## src/core/tpc_consts.svh

```systemverilog
// register offsets, field positions and reset values of one timer channel
// assumes the includer compiles it once per unit; guarded anyway
`ifndef TPC_CONSTS_SVH
`define TPC_CONSTS_SVH

`define TPC_ADDR_W      3
`define TPC_ADDR_SC     3'h0
`define TPC_ADDR_VH     3'h1
`define TPC_ADDR_VL     3'h2
`define TPC_ADDR_STAT   3'h3
`define TPC_ADDR_CLR    3'h4
`define TPC_ADDR_EN     3'h5

`define TPC_SC_FLAG     7
`define TPC_SC_IE       6
`define TPC_SC_MSH      5
`define TPC_SC_MSL      4
`define TPC_SC_ELS_HI   3
`define TPC_SC_ELS_LO   2

`define TPC_ELS_OFF     2'h0
`define TPC_ELS_TOGGLE  2'h1
`define TPC_ELS_CLEAR   2'h2
`define TPC_ELS_SET     2'h3

`define TPC_EV_CAP      0
`define TPC_EV_CMP      1
`define TPC_EV_W        2

`define TPC_VAL_RST     16'h0000
`define TPC_BYTE_RST    8'h00
`define TPC_EV_RST      2'h0
`define TPC_FIELD_RST   2'h0

`endif

```

## src/core/tpc_pkg.sv

```systemverilog
// types shared by the timer channel files
// assumes tpc_consts.svh is compiled alongside for the numbers
package tpc_pkg;

  typedef enum logic [3:0] {
    tpc_mode_cap  = 4'b0001,
    tpc_mode_oc   = 4'b0010,
    tpc_mode_epwm = 4'b0100,
    tpc_mode_cpwm = 4'b1000
  } tpc_mode_t;

endpackage

```

## src/core/tpc_channel.sv

```systemverilog
// one capture/compare/pwm channel of a 16-bit timer with byte registers
// assumes a shared counter, its tick, wrap and direction on clk
//
// Contract
// - edge/level 00 detaches the channel from its pin in every mode.
// - capture mode stores the counter on rising, falling or either edge.
// - compare mode leaves, toggles, clears or sets the pin on a match.
// - edge pwm gives high-true pulses for 10 and low-true for x1.
// - center pwm clears (10) or sets (x1) the output on an up match.
// - the value register holds captures and serves as the match value.
// - both value bytes are zero after reset.
// - in capture a byte read freezes the pair until the other is read.
// - a status/control write releases the read freeze.
// - compare byte writes are buffered and loaded only as a pair.
// - a status/control write discards a half-written compare value.
// - the paired write works in either byte order.
// - the flag clears by read while set then write 0; events win.
// - an interrupt is requested while flag and enable are both set.
`timescale 1ns/1ps
`include "tpc_consts.svh"

module tpc_channel (
  input  wire logic                   clk,
  input  wire logic                   rst,
  input  wire logic [`TPC_ADDR_W-1:0] addr,
  input  wire logic [7:0]             wdata,
  input  wire logic                   wr,
  input  wire logic                   rd,
  output logic      [7:0]             rdata,
  input  wire logic [15:0]            cnt_value,
  input  wire logic                   cnt_tick,
  input  wire logic                   cnt_wrap,
  input  wire logic                   cnt_up,
  input  wire logic                   center_pwm_select,
  input  wire logic                   pin_in,
  output logic                        pin_out,
  output logic                        pin_oe,
  output logic                        pin_detached,
  output logic                        irq
);

  function automatic tpc_pkg::tpc_mode_t decode_mode(
    input logic       cpwm,
    input logic [1:0] ms
  );
    return cpwm  ? tpc_pkg::tpc_mode_cpwm :
           ms[1] ? tpc_pkg::tpc_mode_epwm :
           ms[0] ? tpc_pkg::tpc_mode_oc   : tpc_pkg::tpc_mode_cap;
  endfunction

  function automatic logic [7:0] sel_byte(
    input logic [15:0] v,
    input logic        hi
  );
    return hi ? v[15:8] : v[7:0];
  endfunction

  logic                   flag_q, flag_d;
  logic                   ie_q, ie_d;
  logic [1:0]             ms_q, ms_d;
  logic [1:0]             els_q, els_d;
  logic                   arm_q, arm_d;
  logic [15:0]            val_q, val_d;
  logic [15:0]            rbuf_q, rbuf_d;
  logic                   latch_q, latch_d;
  logic                   latch_hi_q, latch_hi_d;
  logic [7:0]             wbuf_hi_q, wbuf_hi_d;
  logic [7:0]             wbuf_lo_q, wbuf_lo_d;
  logic                   have_hi_q, have_hi_d;
  logic                   have_lo_q, have_lo_d;
  logic [`TPC_EV_W-1:0]   stat_q, stat_d;
  logic [`TPC_EV_W-1:0]   en_q, en_d;
  logic [7:0]             rdata_q, rdata_d;
  logic                   irq_q, irq_d;
  logic                   pin_q, pin_d;
  logic                   oe_q, oe_d;
  logic                   det_q, det_d;

  logic                   pin_rise;
  logic                   pin_fall;
  tpc_pkg::tpc_mode_t     mode;
  logic                   is_cap;
  logic                   is_out;
  logic                   cap_edge;
  logic                   match;
  logic                   event_any;
  logic [`TPC_EV_W-1:0]   ev_vec;
  logic                   rd_sc, rd_vh, rd_vl, rd_stat, rd_en;
  logic                   wr_sc, wr_vh, wr_vl, wr_clr, wr_en;
  logic [7:0]             sc_view;

  tpc_pin_sync u_sync (
    .clk     (clk),
    .rst     (rst),
    .pin_raw (pin_in),
    .level   (),
    .rise    (pin_rise),
    .fall    (pin_fall)
  );

  assign mode   = decode_mode(center_pwm_select, ms_q);
  assign is_cap = (mode == tpc_pkg::tpc_mode_cap);
  assign is_out = ~is_cap;

  // a stale edge from before the mode switch can still land here
  assign cap_edge = is_cap & ((els_q[0] & pin_rise) |
                              (els_q[1] & pin_fall));
  assign match    = is_out & cnt_tick & (cnt_value == val_q);
  assign event_any = cap_edge | match;

  always_comb begin
    ev_vec = `TPC_EV_RST;
    ev_vec[`TPC_EV_CAP] = cap_edge;
    ev_vec[`TPC_EV_CMP] = match;
  end

  assign rd_sc   = rd & (addr == `TPC_ADDR_SC);
  assign rd_vh   = rd & (addr == `TPC_ADDR_VH);
  assign rd_vl   = rd & (addr == `TPC_ADDR_VL);
  assign rd_stat = rd & (addr == `TPC_ADDR_STAT);
  assign rd_en   = rd & (addr == `TPC_ADDR_EN);
  assign wr_sc   = wr & (addr == `TPC_ADDR_SC);
  assign wr_vh   = wr & (addr == `TPC_ADDR_VH);
  assign wr_vl   = wr & (addr == `TPC_ADDR_VL);
  assign wr_clr  = wr & (addr == `TPC_ADDR_CLR);
  assign wr_en   = wr & (addr == `TPC_ADDR_EN);

  assign sc_view = {flag_q, ie_q, ms_q, els_q, 2'h0};

  // register file, value path and flag
  always_comb begin
    flag_d     = flag_q;
    ie_d       = ie_q;
    ms_d       = ms_q;
    els_d      = els_q;
    arm_d      = arm_q;
    val_d      = val_q;
    rbuf_d     = rbuf_q;
    latch_d    = latch_q;
    latch_hi_d = latch_hi_q;
    wbuf_hi_d  = wbuf_hi_q;
    wbuf_lo_d  = wbuf_lo_q;
    have_hi_d  = have_hi_q;
    have_lo_d  = have_lo_q;
    en_d       = en_q;
    rdata_d    = `TPC_BYTE_RST;
    if (cap_edge)
      val_d = cnt_value;
    if (rd_sc) begin
      rdata_d = sc_view;
      if (flag_q)
        arm_d = 1'b1;
    end
    if (wr_sc) begin
      ie_d      = wdata[`TPC_SC_IE];
      ms_d      = wdata[`TPC_SC_MSH:`TPC_SC_MSL];
      els_d     = wdata[`TPC_SC_ELS_HI:`TPC_SC_ELS_LO];
      latch_d   = 1'b0;
      have_hi_d = 1'b0;
      have_lo_d = 1'b0;
      if (arm_q && !wdata[`TPC_SC_FLAG])
        flag_d = 1'b0;
      arm_d = 1'b0;
    end
    // a new event restarts the clear sequence and keeps the flag
    if (event_any) begin
      flag_d = 1'b1;
      arm_d  = 1'b0;
    end
    if (rd_vh || rd_vl) begin
      if (is_cap && latch_q) begin
        rdata_d = sel_byte(rbuf_q, rd_vh);
        if (rd_vh != latch_hi_q)
          latch_d = 1'b0;
      end else begin
        rdata_d = sel_byte(val_q, rd_vh);
        if (is_cap) begin
          latch_d    = 1'b1;
          latch_hi_d = rd_vh;
          rbuf_d     = val_q;
        end
      end
    end
    // writes in capture mode are dropped; the live capture owns val
    if (wr_vh && is_out) begin
      wbuf_hi_d = wdata;
      have_hi_d = 1'b1;
    end
    if (wr_vl && is_out) begin
      wbuf_lo_d = wdata;
      have_lo_d = 1'b1;
    end
    if (have_hi_d && have_lo_d) begin
      val_d     = {wbuf_hi_d, wbuf_lo_d};
      have_hi_d = 1'b0;
      have_lo_d = 1'b0;
    end
    if (rd_stat)
      rdata_d = {6'h00, stat_q};
    if (rd_en)
      rdata_d = {6'h00, en_q};
    if (wr_en)
      en_d = wdata[`TPC_EV_W-1:0];
  end

  // sticky events; a clear in the event's own cycle loses
  always_comb begin
    stat_d = stat_q;
    if (wr_clr)
      stat_d = stat_d & ~wdata[`TPC_EV_W-1:0];
    stat_d = stat_d | ev_vec;
    irq_d  = (|(stat_d & en_d)) | (flag_d & ie_d);
  end

  // pin drive
  always_comb begin
    pin_d = pin_q;
    det_d = (els_q == `TPC_ELS_OFF);
    oe_d  = is_out & ~det_d;
    case (mode)
      tpc_pkg::tpc_mode_oc: begin
        if (match) begin
          case (els_q)
            `TPC_ELS_TOGGLE: pin_d = ~pin_q;
            `TPC_ELS_CLEAR:  pin_d = 1'b0;
            `TPC_ELS_SET:    pin_d = 1'b1;
            default:         pin_d = pin_q;
          endcase
        end
      end
      tpc_pkg::tpc_mode_epwm: begin
        // match beats wrap so a zero value gives zero duty
        if (cnt_wrap)
          pin_d = (els_q == `TPC_ELS_CLEAR);
        if (match)
          pin_d = (els_q != `TPC_ELS_CLEAR);
      end
      tpc_pkg::tpc_mode_cpwm: begin
        if (match)
          pin_d = (els_q == `TPC_ELS_CLEAR) ? ~cnt_up : cnt_up;
      end
      tpc_pkg::tpc_mode_cap: pin_d = pin_q;
      default:               pin_d = pin_q;
    endcase
  end

  always_ff @(posedge clk or posedge rst) begin
    if (rst) begin
      flag_q     <= 1'b0;
      ie_q       <= 1'b0;
      ms_q       <= `TPC_FIELD_RST;
      els_q      <= `TPC_FIELD_RST;
      arm_q      <= 1'b0;
      val_q      <= `TPC_VAL_RST;
      rbuf_q     <= `TPC_VAL_RST;
      latch_q    <= 1'b0;
      latch_hi_q <= 1'b0;
      wbuf_hi_q  <= `TPC_BYTE_RST;
      wbuf_lo_q  <= `TPC_BYTE_RST;
      have_hi_q  <= 1'b0;
      have_lo_q  <= 1'b0;
      stat_q     <= `TPC_EV_RST;
      en_q       <= `TPC_EV_RST;
      rdata_q    <= `TPC_BYTE_RST;
      irq_q      <= 1'b0;
      pin_q      <= 1'b0;
      oe_q       <= 1'b0;
      det_q      <= 1'b1;
    end else begin
      flag_q     <= flag_d;
      ie_q       <= ie_d;
      ms_q       <= ms_d;
      els_q      <= els_d;
      arm_q      <= arm_d;
      val_q      <= val_d;
      rbuf_q     <= rbuf_d;
      latch_q    <= latch_d;
      latch_hi_q <= latch_hi_d;
      wbuf_hi_q  <= wbuf_hi_d;
      wbuf_lo_q  <= wbuf_lo_d;
      have_hi_q  <= have_hi_d;
      have_lo_q  <= have_lo_d;
      stat_q     <= stat_d;
      en_q       <= en_d;
      rdata_q    <= rdata_d;
      irq_q      <= irq_d;
      pin_q      <= pin_d;
      oe_q       <= oe_d;
      det_q      <= det_d;
    end
  end

  assign rdata        = rdata_q;
  assign irq          = irq_q;
  assign pin_out      = pin_q;
  assign pin_oe       = oe_q;
  assign pin_detached = det_q;
endmodule

```

## src/core/tpc_pin_sync.sv

```systemverilog
// two-flop synchroniser and edge detector for the channel pin
// assumes pin_raw is asynchronous to clk
`timescale 1ns/1ps

module tpc_pin_sync (
  input  wire logic clk,
  input  wire logic rst,
  input  wire logic pin_raw,
  output logic      level,
  output logic      rise,
  output logic      fall
);

  logic s1_q;
  logic s1_d;
  logic s2_q;
  logic s2_d;
  logic s3_q;
  logic s3_d;

  // s1 feeds only s2; edges come from s2 against s3
  always_comb begin
    s1_d = pin_raw;
    s2_d = s1_q;
    s3_d = s2_q;
  end

  always_ff @(posedge clk or posedge rst) begin
    if (rst) begin
      s1_q <= 1'b0;
      s2_q <= 1'b0;
      s3_q <= 1'b0;
    end else begin
      s1_q <= s1_d;
      s2_q <= s2_d;
      s3_q <= s3_d;
    end
  end

  assign level = s2_q;
  assign rise  = s2_q & ~s3_q;
  assign fall  = ~s2_q & s3_q;

endmodule

```

## config.mk

```make
export PLATFORM = sky130hd
export DESIGN_NAME = tpc_channel
export DESIGN_NICKNAME = d
export VERILOG_FILES = /design/src/core/tpc_pkg.sv /design/src/core/tpc_channel.sv /design/src/core/tpc_pin_sync.sv
export VERILOG_INCLUDE_DIRS = /design/src /design/src/core
export SDC_FILE = /design/constraint.sdc
export NUM_CORES = 1
export LEC_CHECK = 0
export ABC_AREA = 0
export BUFFER_PORTS_ARGS = -buffer_cell sky130_fd_sc_hd__buf_4
export CELL_PAD_IN_SITES_DETAIL_PLACEMENT = 1
export CELL_PAD_IN_SITES_GLOBAL_PLACEMENT = 2
export CORE_ASPECT_RATIO = 1.75
export CORE_MARGIN = 10
export CORE_UTILIZATION = 40
export CTS_CLUSTER_DIAMETER = 40
export DETAILED_ROUTE_END_ITERATION = 10
export PLACE_DENSITY = 0.84
export REMOVE_ABC_BUFFERS = 1
export SYNTH_ARGS = -nofsm -noshare
export SYNTH_HDL_FRONTEND = slang
export SYNTH_SLANG_ARGS = --single-unit
```

## constraint.sdc

```tcl
create_clock -name clk -period 3.2 [get_ports clk]
set_input_delay 0.32 -clock clk [delete_from_list [all_inputs] [get_ports clk]]
set_output_delay 0.32 -clock clk [all_outputs]
set_load 0.01 [all_outputs]
```

# == Word-level counts from Yosys, hierarchy flattened ==
# Index checks and enable logic that the tools add are counted.
# word_totals
reg_bits,78
input_bits,36
elab_cells,134
out_inout_bits,12
# classes
muxes,42
n_reduce_logical,17
n_bitwise,33
n_eq_ne,19
# ops
op,n
two-way mux 8 bit,9
two-way mux 16 bit,2
two-way mux 1 bit,24
AND 1 bit,19
== test 16 bit,1
nonzero test 3 bit,3
NOT 1 bit,7
== test 3 x 2 -> 1 bit (second input constant),2
== test 3 bit (second input constant),2
two-way mux 2 bit,3
inequality test 2 bit (second input constant),3
case mux 1 bit (3 select lines),2
logical AND 1 bit,5
AND reduction 5 bit,1
AND 2 bit,2
== test 2 bit (second input constant),2
== test 4 x 1 -> 1 bit (second input constant),1
== test 4 x 2 -> 1 bit (second input constant),1
== test 4 x 3 -> 1 bit (second input constant),1
== test 4 bit (second input constant),1
two-way mux 4 bit,1
inequality test 4 x 2 -> 1 bit (second input constant),1
== test 3 x 1 -> 1 bit (second input constant),1
zero test 3 bit,1
other kinds (14),16

# == Depth between registers and ports, before layout ==
# Gate-level depths: netlist of run 1.
# depth
ltp_word,11
depth_mapped,8
depth_no_buf,5

# == Hierarchy ==
# From an unflattened synthesis of run 1, not the netlist that was laid out.
# unflattened
hier_cells,270
hier_area_um2,3732.3
# by_module_without_submodules
module,seq_area_each_um2,n_inst,cells_each,area_each_um2
tpc_channel,1878.1,1,264,3638.5
tpc_pin_sync,75.1,1,6,93.8

# == Least setup slack after synthesis of run 1 ==
# No wires, ideal clock.
# synth_path
kind,flip-flop to flip-flop
startpoint,reg ms_q[0]
endpoint,reg val_q[0]
path_buffers,1
setup_ns,0.125
t_arrival_ns,1.951
slack_ns,1.124
required_time_ns,3.075
period_less_slack_ns,2.076
path_stages_with_launch,6
path_cell_list,dfrtp_1 > or3_4 > a21oi_4 > buf_2 > mux2_2 > mux2_4
# synth_between
elab_chain_cells,9
elab_cells_between_ends,14
classes_between,eq/ne: 1; mux: 7; bitwise: 2; reduce/logical: 4
# synth_rtl
item,line_no,source
"start, declared",tpc_channel.sv:60,"logic [1:0] ms_q, ms_d;"
"start signal, assigned",tpc_channel.sv:251,ms_q <= `TPC_FIELD_RST;
"start signal, assigned",tpc_channel.sv:272,ms_q <= ms_d;
two-way mux 2 bit *,tpc_channel.sv:48,ms[0] ? tpc_pkg::tpc_mode_oc : tpc_pkg::tpc_mode_cap;
two-way mux 3 bit *,tpc_channel.sv:47,ms[1] ? tpc_pkg::tpc_mode_epwm :
two-way mux 4 bit *,tpc_channel.sv:46,return cpwm ? tpc_pkg::tpc_mode_cpwm :
== test 4 x 1 -> 1 bit *,tpc_channel.sv:102,assign is_cap = (mode == tpc_pkg::tpc_mode_cap);
NOT 1 bit,tpc_channel.sv:103,assign is_out = ~is_cap;
logical AND 1 bit (on tied branches),"tpc_channel.sv:185, tpc_channel.sv:189",
two-way mux 1 bit (on tied branches),"tpc_channel.sv:185, tpc_channel.sv:189",
logical AND 1 bit,tpc_channel.sv:193,if (have_hi_d && have_lo_d) begin
two-way mux 16 bit / nonzero test 2 bit (equally long branches),n/a,
"end signal, assigned",tpc_channel.sv:254,val_q <= `TPC_VAL_RST;
"end signal, assigned",tpc_channel.sv:275,val_q <= val_d;
"end, declared",tpc_channel.sv:63,"logic [15:0] val_q, val_d;"
# Every way passes the cells marked *; elsewhere a longest branch is shown, timed or not.
# A chain may end at the register's enable or synchronous reset.

# == Worst setup path in the final report of run 1 ==
# layout_path
startpoint,reg ms_q[0]
endpoint,reg val_q[15]
# The elaborated chain is that of the path after synthesis.

==> run metrics, run 1 <==
Worst slew margin 49.8%; All-Layer GR Usage between 10% and 20%; maximum clock insertion buffer count 2; path class of the lowest-slack min-delay path input pin to register; Fin Setup TNS 0 ns; fraction of power spent switching nets a little under a third; Max stage delay cell, worst path sky130_fd_sc_hd__a21oi_4; number of input and output port buffers inserted 47; initial standard-cell utilization of the core 40.6%; post-route clock skew roughly 0.0054 ns; number of warnings issued by yosys 0; die width around 95 um; area growth from synthesis to layout 19.9%; Finished Cell Area 4770 sq um; P_sw ~0.0011 W; Fin. Hold Viols 0; Worst Setup End Kind register; flop2flop setup slack roughly 0.86 ns; number of synthesized flops with an enable pin 0; ranking of synthesized cells by area sky130_fd_sc_hd__dfrtp_1 (48%), sky130_fd_sc_hd__mux2_2 (14%), sky130_fd_sc_hd__mux2_4 (7.5%), sky130_fd_sc_hd__mux2i_1 (5.5%), sky130_fd_sc_hd__xnor2_1 (2.9%); number of instances resized during post-cts repair 0; total via count in the routed design ~2600; share of final-layout standard cells stronger than drive strength 1 approximately two fifths; fraction of post-synthesis cell area in the top cell type by area 48.4%; CTS root buffer sky130_fd_sc_hd__clkbuf_16; final count of pins violating max slew 0; final critical path time including I/O delays and setup between 2 and 2.5 ns; Pleak 2.06 nW; half-perimeter wire length after placement 7.30 mm; first-pass GRT wire length approximately 16 mm; Total Die Area ~14000 sq um; post-synthesis instance area roughly 4000 sq um; path depth of the worst reg2reg path 4; Clock H-tree levels 3; Critical path origin ms_q[0]; Worst Path Max Fanout 19; post-DR wirelength/cell 19.8 um; clock transition at the registers of the reported paths about 0.060 ns; total gr overflow 0; Critical Path, Cell by Cell or3_4 -> a21oi_4 -> mux2_2 -> mux2_4; Crit Path Class register to register; critical path required time roughly 3.4 ns; First DRT Iteration DRCs 110; placed inst area around 4500 sq um; sequential element share of the synthesized area 49.1%; share of flip-flops with an asynchronous set or reset 100%; number of stages on the worst setup path 4; utilization after layout between 40% and 50%; CTS tree built; FF-to-FF Start ms_q[0]; combined buffer and inverter count along the critical path 0; floorplan row count 48; worst hold slack 0.0886 ns; run status finished, final reports clean; number of buffers inserted during clock tree synthesis 9; largest net degree at the start of global routing 35; number of synthesized register bits a little under 80; end point of the critical path val_q[15]; I/O pin cnt 48; Final Net Count 407; worst-case vdd ir drop 0.000377 V; element type at the critical path start register; kind of cell with the highest combined delay on the critical path multiplexers; slowest cell delay on critical path roughly 0.6 ns; unrepaired setup endpoints after global routing false; maximum clock frequency approximately 0.43 GHz; via density per instance approximately 5.3; areal power density over the cells 751 nW/um^2; count of different cell masters after synthesis 44; share of the cycle needed by the critical path after routing 73.1%; post-synthesis cell type with the largest combined area sky130_fd_sc_hd__dfrtp_1; initial antenna violation count 0; routability-driven placement congestion ratio around 0.76; cell-internal power between 0.002 and 0.003 W; fraction of power consumed by combinational cells between 20% and 30%; cells after synthesis between 300 and 400; Die Y-Extent between 150 and 200 um; transition time at the pin with the least slew margin ~0.75 ns; Main synth FF type sky130_fd_sc_hd__dfrtp_1; vias in the first global route between 3000 and 4000; max-cap check violation count 0; antenna diode count 0; clock network latency to the later pin of the worst-skew pair 0.34 ns; terminus of the critical flop-to-flop path val_q[15]; Detail Route Antenna Nets 0; number of design rule violations left after detail routing 0; clock share of power roughly 27%; core footprint just under 10000 sq um; arrival time of data at the critical path endpoint about 2.6 ns; Final Setup Violations 0; total routed wirelength 9.90 mm; average footprint of a synthesized cell around 13 sq um; fraction of power consumed by sequential logic approximately 44%; length of the first detailed-routing pass in iterations 6; sink count of the clock tree between 70 and 80
==> per-layer routing <==
metal	track usage [%]	part of all wire, %	vias up
li1	-	-	1244
met1	16.0	40	1341
met2	24.8	54	44
met3	3.11	3.7	18
met4	6.85	2.8	0
met5	0	0	-
==> registers in the layout, summed over array words and instances (netlist names), 2 cells and up <==
register / count
stat_q: 2
els_q: 2
rdata: 8
en_q: 2
val_q: 16
ms_q: 2
wbuf_lo_q: 8
wbuf_hi_q: 8
rbuf_q: 16
==> per-stage QoR <==
step                      setup WS, ns  power, W  std cells
after global routing             0.793   0.00379        501
after detailed placement         0.887   0.00262        484
final                            0.860   0.00358        501
after CTS                        0.860   0.00362        501
after floorplan                 -0.485   0.00228        303
after global placement           0.909   0.00256        484
==> worst reg2reg max path: cells and delay by family, from the launching register on <==
kind | cells | cell delay, ns
simple gates | 1 | 0.46
flops | 1 | 0.47
mux | 2 | 0.70
compound gates | 1 | 0.60
==> area by class of cell <==
cell class | count | area [sq um]
timing repair buffer | 57 | 430
multi-input combinational | 219 | 1920
tap | 125 | 156
clock buffer | 11 | 253
clock inverter | 5 | 33.8
fill | 1024 | 5020
inverter | 6 | 22.5
sequential | 78 | 1950
==> Yosys cell counts, types with 2 or more instances <==
master	n
sky130_fd_sc_hd__dfrtp_1	77
sky130_fd_sc_hd__mux2_2	50
sky130_fd_sc_hd__mux2i_1	22
sky130_fd_sc_hd__mux2_4	20
sky130_fd_sc_hd__o21ai_0	17
sky130_fd_sc_hd__nand2_1	15
sky130_fd_sc_hd__xnor2_1	13
sky130_fd_sc_hd__nor2_1	11
sky130_fd_sc_hd__a21oi_1	6
sky130_fd_sc_hd__inv_1	6
sky130_fd_sc_hd__nand2b_1	6
sky130_fd_sc_hd__nor2b_1	6
sky130_fd_sc_hd__nor3_1	6
sky130_fd_sc_hd__clkbuf_1	5
sky130_fd_sc_hd__nand3_1	5
sky130_fd_sc_hd__nand4_1	5
sky130_fd_sc_hd__o41ai_1	4
sky130_fd_sc_hd__a21o_1	3
sky130_fd_sc_hd__a22oi_1	3
sky130_fd_sc_hd__buf_2	3
sky130_fd_sc_hd__buf_6	3
sky130_fd_sc_hd__nand3b_1	3
sky130_fd_sc_hd__xor2_1	3
sky130_fd_sc_hd__a32oi_1	2
sky130_fd_sc_hd__and2_1	2
sky130_fd_sc_hd__nor3_4	2
sky130_fd_sc_hd__nor4b_1	2
==> timing repair <==
item | CTS | global route
hold buffers | 1 | 0
setup buffers | 0 | 0
endpoints found under the setup margin | 0 | 0
hold endpoints to repair | 10 | 0
==> cells in the final DEF, fill, tap and decap left out, drive strengths merged, types with 2 or more instances in the layout <==
master	Yosys	layout
mux2	70	70
and2	2	2
nand2b	6	6
mux2i	22	22
clkinvlp	0	2
xnor2	13	13
nor2	11	11
nand4	5	5
a21oi	7	7
a21o	3	3
o21ai	18	18
nor2b	6	6
inv	6	6
clkbuf	5	11
nor3	9	9
nand2	15	15
dfrtp	77	77
nand3b	3	3
a22oi	3	3
o41ai	4	4
xor2	3	3
clkinv	0	3
a32oi	2	2
buf	9	56
nor4b	2	2
nand3	5	5
==> power by group through the flow <==
stage	Combinational [W]	Clock, W	Sequential [W]
final	0.00103	0.000975	0.00157
after floorplan	0.000761	0	0.00152
after detailed placement	0.00104	0	0.00159
after CTS	0.00105	0.000993	0.00157
after global placement	0.00100	0	0.00156
after global routing	0.00113	0.00103	0.00162
==> worst min path at each step <==
stage	to	cells past startpoint	from	slack, ns
2_1_floorplan	u_sync.level	0	u_sync.s1_q	0.33
3_3_place_gp	u_sync.level	2	rst	0.26
3_5_place_dp	u_sync.s1_q	2	rst	0.27
4_1_cts	u_sync.s1_q	1	pin_in	0.08
5_1_grt	u_sync.s1_q	1	pin_in	0.08
6_report	u_sync.s1_q	1	pin_in	0.09
==> cell families after synthesis <==
family / synth area share [%]
AND/OR/NAND/NOR: 9.69
flip-flops: 49.1
XOR/XNOR: 3.52
AO/OA/AOI/OAI: 7.52
multiplexers: 27.2
buffers and inverters: 2.93
Power figures use the tool's default switching activity.
==> run 2: changes to the inputs <==
- ABC_AREA: 0 -> 1
- CORE_UTILIZATION: 40 -> 31
- PLACE_DENSITY: 0.84 -> 0.78
- clock period: 3.2 -> 2 ns (I/O delays scaled with it)
==> run metrics, run 2 <==
sink count of the clock tree just under 80; Pleak about 2.4 nW; arrival time of data at the critical path endpoint between 2 and 2.5 ns; total via count in the routed design ~3300; floorplan row count 54; Post CTS Setup Buffer Count 0; Fin Setup TNS 0 ns; Final Setup Violations 0; Fin. Hold Viols 0; Worst slew margin between 60% and 70%; FF-to-FF Start ms_q[1]; length of the first detailed-routing pass in iterations 4; area growth from synthesis to layout 23.4%; largest net degree at the start of global routing a little under 60; Total Die Area roughly 18000 sq um; number of input and output port buffers inserted 47; slowest cell delay on critical path 0.42 ns; Die Y-Extent between 150 and 200 um; final critical path time including I/O delays and setup roughly 1.8 ns; Main synth FF type sky130_fd_sc_hd__dfrtp_1; Detail Route Antenna Nets 0; post-synthesis cell type with the largest combined area sky130_fd_sc_hd__dfrtp_1; cells after synthesis between 400 and 500; post-DR wirelength/cell about 18 um; routability-driven placement congestion ratio slightly below 0.8; total power around 0.0056 W; share of final-layout standard cells stronger than drive strength 1 between 20% and 30%; number of buffers inserted during clock tree synthesis 9; vias in the first global route 3730; count of different cell masters after synthesis 37; commonest non-fill, non-tap cells in the layout sky130_fd_sc_hd__nand2_1 (114), sky130_fd_sc_hd__dfrtp_1 (77), sky130_fd_sc_hd__buf_4 (62); number of warnings issued by yosys 0; Final Net Count 560; initial standard-cell utilization of the core a little under a third; Max stage delay cell, worst path sky130_fd_sc_hd__dfrtp_1; fraction of post-synthesis cell area in the top cell type by area 49.2%; cell with the most instances after synthesis sky130_fd_sc_hd__nand2_1; clock network latency to the later pin of the worst-skew pair ~0.33 ns; total gr overflow 0; I/O pin cnt 48; Finished Cell Area just under 5000 sq um; Crit Path Class register to register; clock transition at the registers of the reported paths around 0.06 ns; final count of pins violating max slew 0; number of design rule violations left after detail routing 0; core footprint 12400 sq um; most common library cell in the layout ignoring fill and taps sky130_fd_sc_hd__nand2_1; maximum clock frequency 0.567 GHz; placed inst area 4520 sq um; path class of the lowest-slack min-delay path input pin to register; endpoint of the worst hold path val_q[2]; worst-case vdd ir drop just under 0.0006 V; Clock H-tree levels 3; share of flip-flops with an asynchronous set or reset between 90% and 100%; fin worst setup slack approximately 0.24 ns; critical path required time roughly 2.3 ns; max-cap check violation count 0; number of synthesized register bits between 70 and 80; register area 1950 sq um; Worst Min Path Start cnt_value[2]; half-perimeter wire length after placement roughly 9.4 mm; Hold Path Cell Cnt 3; Worst Setup End Kind register; utilization after layout approximately two fifths; average footprint of a synthesized cell approximately 8.5 sq um; post-synthesis instance area approximately 3900 sq um; minimum setup slack after placement 0.0916 ns; number of synthesized flops with an enable pin 0; Critical Path, Cell by Cell inv_2 -> nand2_4 -> nor2_8 -> inv_6 -> nand4_4 -> o21ai_4 -> nand2_4 -> nand2_4 -> o211ai_1; sequential element share of the synthesized area approximately half; maximum clock insertion buffer count 2; path depth of the worst reg2reg path 9; run status finished, final reports clean; antenna diode count 0; transition time at the pin with the least slew margin between 0.4 and 0.5 ns; via density per instance 4.78; kind of cell with the highest combined delay on the critical path simple AND/OR/NAND/NOR gates; First DRT Iteration DRCs between 100 and 150; fill cell total of the finished layout approximately 1500; die width ~100 um; element type at the critical path start register; total routed wirelength ~13 mm; first-pass GRT wire length slightly above 20 mm; share of the cycle needed by the critical path after routing between 80% and 90%; cell with the most instances on the worst path sky130_fd_sc_hd__nand2_4; Largest regs rbuf_q (16), val_q (16); Worst Path Max Fanout 16; terminus of the critical flop-to-flop path val_q[8]; most frequent cells after synthesis sky130_fd_sc_hd__nand2_1 (115), sky130_fd_sc_hd__dfrtp_1 (77), sky130_fd_sc_hd__inv_1 (47); CTS tree built; combined buffer and inverter count along the critical path 2; ranking of synthesized cells by area sky130_fd_sc_hd__dfrtp_1 (49%), sky130_fd_sc_hd__nand2_1 (11%), sky130_fd_sc_hd__o21ai_0 (5.0%), sky130_fd_sc_hd__inv_1 (4.5%), sky130_fd_sc_hd__nand3_1 (4.1%); post-route clock skew 0.00503 ns; unrepaired setup endpoints after global routing false; flop2flop setup slack around 0.24 ns; initial antenna violation count 0; CTS root buffer sky130_fd_sc_hd__clkbuf_16; All-Layer GR Usage ~15%; areal power density over the cells 1160 nW/um^2; area occupied by multi-input gates around 1600 sq um
run 2: cell types whose count changed after synthesis, moves of 19 or more:
cell / before / now
sky130_fd_sc_hd__nor2_1: 11 / 30
sky130_fd_sc_hd__nand2_1: 15 / 115
sky130_fd_sc_hd__mux2_2: 50 / 0
sky130_fd_sc_hd__nand3_1: 5 / 32
sky130_fd_sc_hd__mux2i_1: 22 / 0
sky130_fd_sc_hd__o21ai_1: 1 / 22
sky130_fd_sc_hd__mux2_4: 20 / 0
sky130_fd_sc_hd__inv_1: 6 / 47
sky130_fd_sc_hd__o21ai_0: 17 / 39
run 2: final cells by class:
class                           count  share of cell area (%)
Sequential cell                    78                    40.4
Multi-Input combinational cell    310                    33.9
Timing Repair Buffer               65                    10.5
Clock buffer                       10                    4.94
Inverter                           60                    4.89
Tap cell                          168                    4.35
Clock inverter                      5                    1.04
run 2: worst max path at each step:
stage | start | to | slack, ns | depth (start not counted)
global placement | ms_q[1] | rdata[1] | 0.12 | 9
detailed placement | ms_q[1] | rdata[0] | 0.09 | 9
global route | ms_q[1] | val_q[8] | 0.13 | 9
finish | ms_q[1] | val_q[8] | 0.24 | 9
floorplan | rst | arm_q | -0.19 | 1
CTS | ms_q[1] | rdata[1] | 0.04 | 9
run 2: power by group:
part           total, W  switching [W]  internal [W]
Combinational   0.00162       0.000953      0.000669
Clock           0.00163       0.000649      0.000985
Sequential      0.00235       0.000283       0.00207
Total           0.00561        0.00188       0.00372
run 2: metal layers:
metal | wire [um] | track usage, %
met5 | 0 | 0
met1 | 5090 | 16.2
met4 | 253 | 5.64
met2 | 6830 | 26.8
met3 | 365 | 2.93
run 2: cells by family after synthesis:
family          count (synthesis)  share of synthesized area, %
flops                          78                          49.8
compound gates                102                          16.4
simple gates                  204                          24.5
xor+xnor                        4                         0.894
buf+inv                        74                          8.37
run 2: worst register-to-register path, stage by stage (launching register included):
cell and delay, ns:
sky130_fd_sc_hd__dfrtp_1 0.42, sky130_fd_sc_hd__inv_2 0.09, sky130_fd_sc_hd__nand2_4 0.08, sky130_fd_sc_hd__nor2_8 0.15
sky130_fd_sc_hd__inv_6 0.07, sky130_fd_sc_hd__nand4_4 0.08, sky130_fd_sc_hd__o21ai_4 0.08, sky130_fd_sc_hd__nand2_4 0.20
sky130_fd_sc_hd__nand2_4 0.26, sky130_fd_sc_hd__o211ai_1 0.25
run 2: stage by stage:
stage,hold slack (ns),instances
6_report,0.129,696
5_1_grt,0.136,696
4_1_cts,0.121,696
3_5_place_dp,0.216,679
3_3_place_gp,0.211,679
2_1_floorplan,0.231,448
run 2: timing repair:
item	CTS	global route
gates resized for setup	0	2
setup endpoints to repair	0	2
hold buffers	2	0
endpoints found under the hold margin	21	0
==> run 3: changes to the inputs <==
- CORE_UTILIZATION: 31 -> 38
- PLACE_DENSITY: 0.78 -> 0.89
- RECOVER_POWER: default -> 100
- clock period: 2 -> 2.11 ns (I/O delays scaled with it)
==> run metrics, run 3 (same netlist as run 2, synthesis figures left out) <==
run status finished, final reports clean; Largest regs rbuf_q (16), val_q (16); fill cell total of the finished layout approximately 1300; terminus of the critical flop-to-flop path val_q[6]; critical path required time 2.32 ns; total routed wirelength ~13 mm; Final Net Count approximately 560; number of instances resized during post-cts repair 0; element type at the critical path start register; number of input and output port buffers inserted 47; Crit Path Class register to register; clock transition at the registers of the reported paths 0.06 ns; number of design rule violations left after detail routing 0; Critical Path, Cell by Cell inv_1 -> nand2_4 -> nor2_8 -> inv_6 -> nand4_4 -> clkbuf_2 -> o21ai_0 -> nand2_2 -> o211ai_1; Final Setup Violations 0; Worst Min Path Start cnt_value[5]; post-route insts no fill 652; Die Y-Extent roughly 150 um; fin worst setup slack ~0.22 ns; antenna diode count 0; Detail Route Antenna Nets 0; All-Layer GR Usage around 17%; sink count of the clock tree slightly below 80; worst-case vdd ir drop between 0.0004 and 0.0005 V; Finished Cell Area between 4000 and 5000 sq um; CTS tree built; Hold Path Cell Cnt 3; commonest non-fill, non-tap cells in the layout sky130_fd_sc_hd__nand2_1 (116), sky130_fd_sc_hd__dfrtp_1 (77), sky130_fd_sc_hd__o21ai_0 (55); flop2flop setup slack 0.22 ns; floorplan row count just under 50; maximum clock frequency about 0.53 GHz; final critical path time including I/O delays and setup 1.89 ns; post-DR wirelength/cell just under 20 um; half-perimeter wire length after placement between 9 and 10 mm; slowest cell delay on critical path 0.41 ns; arrival time of data at the critical path endpoint 2.09 ns; transition time at the pin with the least slew margin approximately 1.1 ns; endpoint of the worst hold path val_q[5]; die width between 90 and 100 um; initial antenna violation count 0; areal power density over the cells 1100 nW/um^2; total gr overflow 0; placed inst area 4440 sq um; final count of pins violating max slew 0; share of the cycle needed by the critical path after routing approximately nine tenths; post-route clock skew 0.00515 ns; largest net degree at the start of global routing 79; clock network latency to the later pin of the worst-skew pair about 0.34 ns; path depth of the worst reg2reg path 9; total power 0.00507 W; Fin Setup TNS 0 ns; Worst slew margin between 20 and 30%; Fin. Hold Viols 0; vias in the first global route ~3800; max-cap check violation count 0; minimum setup slack after placement between 0.15 and 0.2 ns; Clock H-tree levels 3; FF-to-FF Start ms_q[1]; first-pass GRT wire length slightly above 20 mm; initial standard-cell utilization of the core 38.5%; Max stage delay cell, worst path sky130_fd_sc_hd__dfrtp_1; placed cells about 630; area growth from synthesis to layout 17.6%; I/O pin cnt 48; via density per instance 5.25; register area 1950 sq um; core footprint 10200 sq um; path class of the lowest-slack min-delay path input pin to register; Worst Path Max Fanout 16; most common library cell in the layout ignoring fill and taps sky130_fd_sc_hd__nand2_1; length of the first detailed-routing pass in iterations 4; CTS root buffer sky130_fd_sc_hd__clkbuf_16; Pleak 2.23 nW; Total Die Area approximately 15000 sq um; First DRT Iteration DRCs between 100 and 150; Worst Setup End Kind register; unrepaired setup endpoints after global routing false; routability-driven placement congestion ratio approximately 0.86; total via count in the routed design ~3400; area occupied by multi-input gates between 1500 and 2000 sq um; maximum clock insertion buffer count 2; number of buffers inserted during clock tree synthesis 9; share of final-layout standard cells stronger than drive strength 1 17.5%
==> run 3: changes by cell type in the layout (fill, tap and decap cells not counted), sizes merged <==
cell,previous run,this run
clkinvlp,0,2
clkinv,5,0
bufinv,1,0
buf,63,38
clkbuf,10,36
==> run 3: worst max path at each step <==
stage          startpoint   endpoint  cells after the start
2_1_floorplan         rst      arm_q                      1
3_3_place_gp      addr[0]  val_q[11]                     10
3_5_place_dp      addr[0]   val_q[7]                     10
4_1_cts           ms_q[1]   val_q[7]                      9
5_1_grt           ms_q[1]   val_q[9]                     10
6_report          ms_q[1]   val_q[6]                      9
==> run 3: power breakdown <==
| group | internal [W] | leakage [nW] | switching (W) |
|---|---|---|---|
| clock | 0.000864 | 0.130 | 0.000607 |
| combinational | 0.000505 | 1.11 | 0.000859 |
| sequential | 0.00196 | 0.997 | 0.000277 |
==> run 3: critical path, delay by kind of cell, from the launching register on <==
kind | cells | cell delay, ns
and+or+nand+nor | 4 | 0.46
AOI/OAI and AO/OA | 2 | 0.32
DFF | 1 | 0.41
buffers and inverters | 3 | 0.56
==> run 3: area by class of cell <==
| type | count | area share, % |
|---|---|---|
| Timing Repair Buffer | 61 | 8.74 |
| Sequential cell | 78 | 42.4 |
| Clock inverter | 1 | 0.163 |
| Inverter | 60 | 5.13 |
| Tap cell | 127 | 3.45 |
| Multi-Input combinational cell | 310 | 34.3 |
| Clock buffer | 15 | 5.81 |
==> run 3: metal layers <==
metal  track usage, %  wire length, um  vias to the layer above
li1                 -                -                     1607
met1             18.9             4970                     1722
met2             30.8             6850                       76
met3             2.72              402                       17
met4             6.99              312                        0
met5                0                0                        -
==> run 3: stage by stage <==
step                      util [%]  hold WS [ns]
after global placement        43.6         0.321
after detailed placement      43.6         0.323
after global routing          45.3         0.151
final                         45.3         0.143
after floorplan                  -         0.242
after CTS                     46.5         0.141
==> run 3: repair_timing <==
item | CTS | global route
buffers inserted | 0 | 0
hold buffers | 2 | 0
endpoints found under the hold margin | 67 | 0
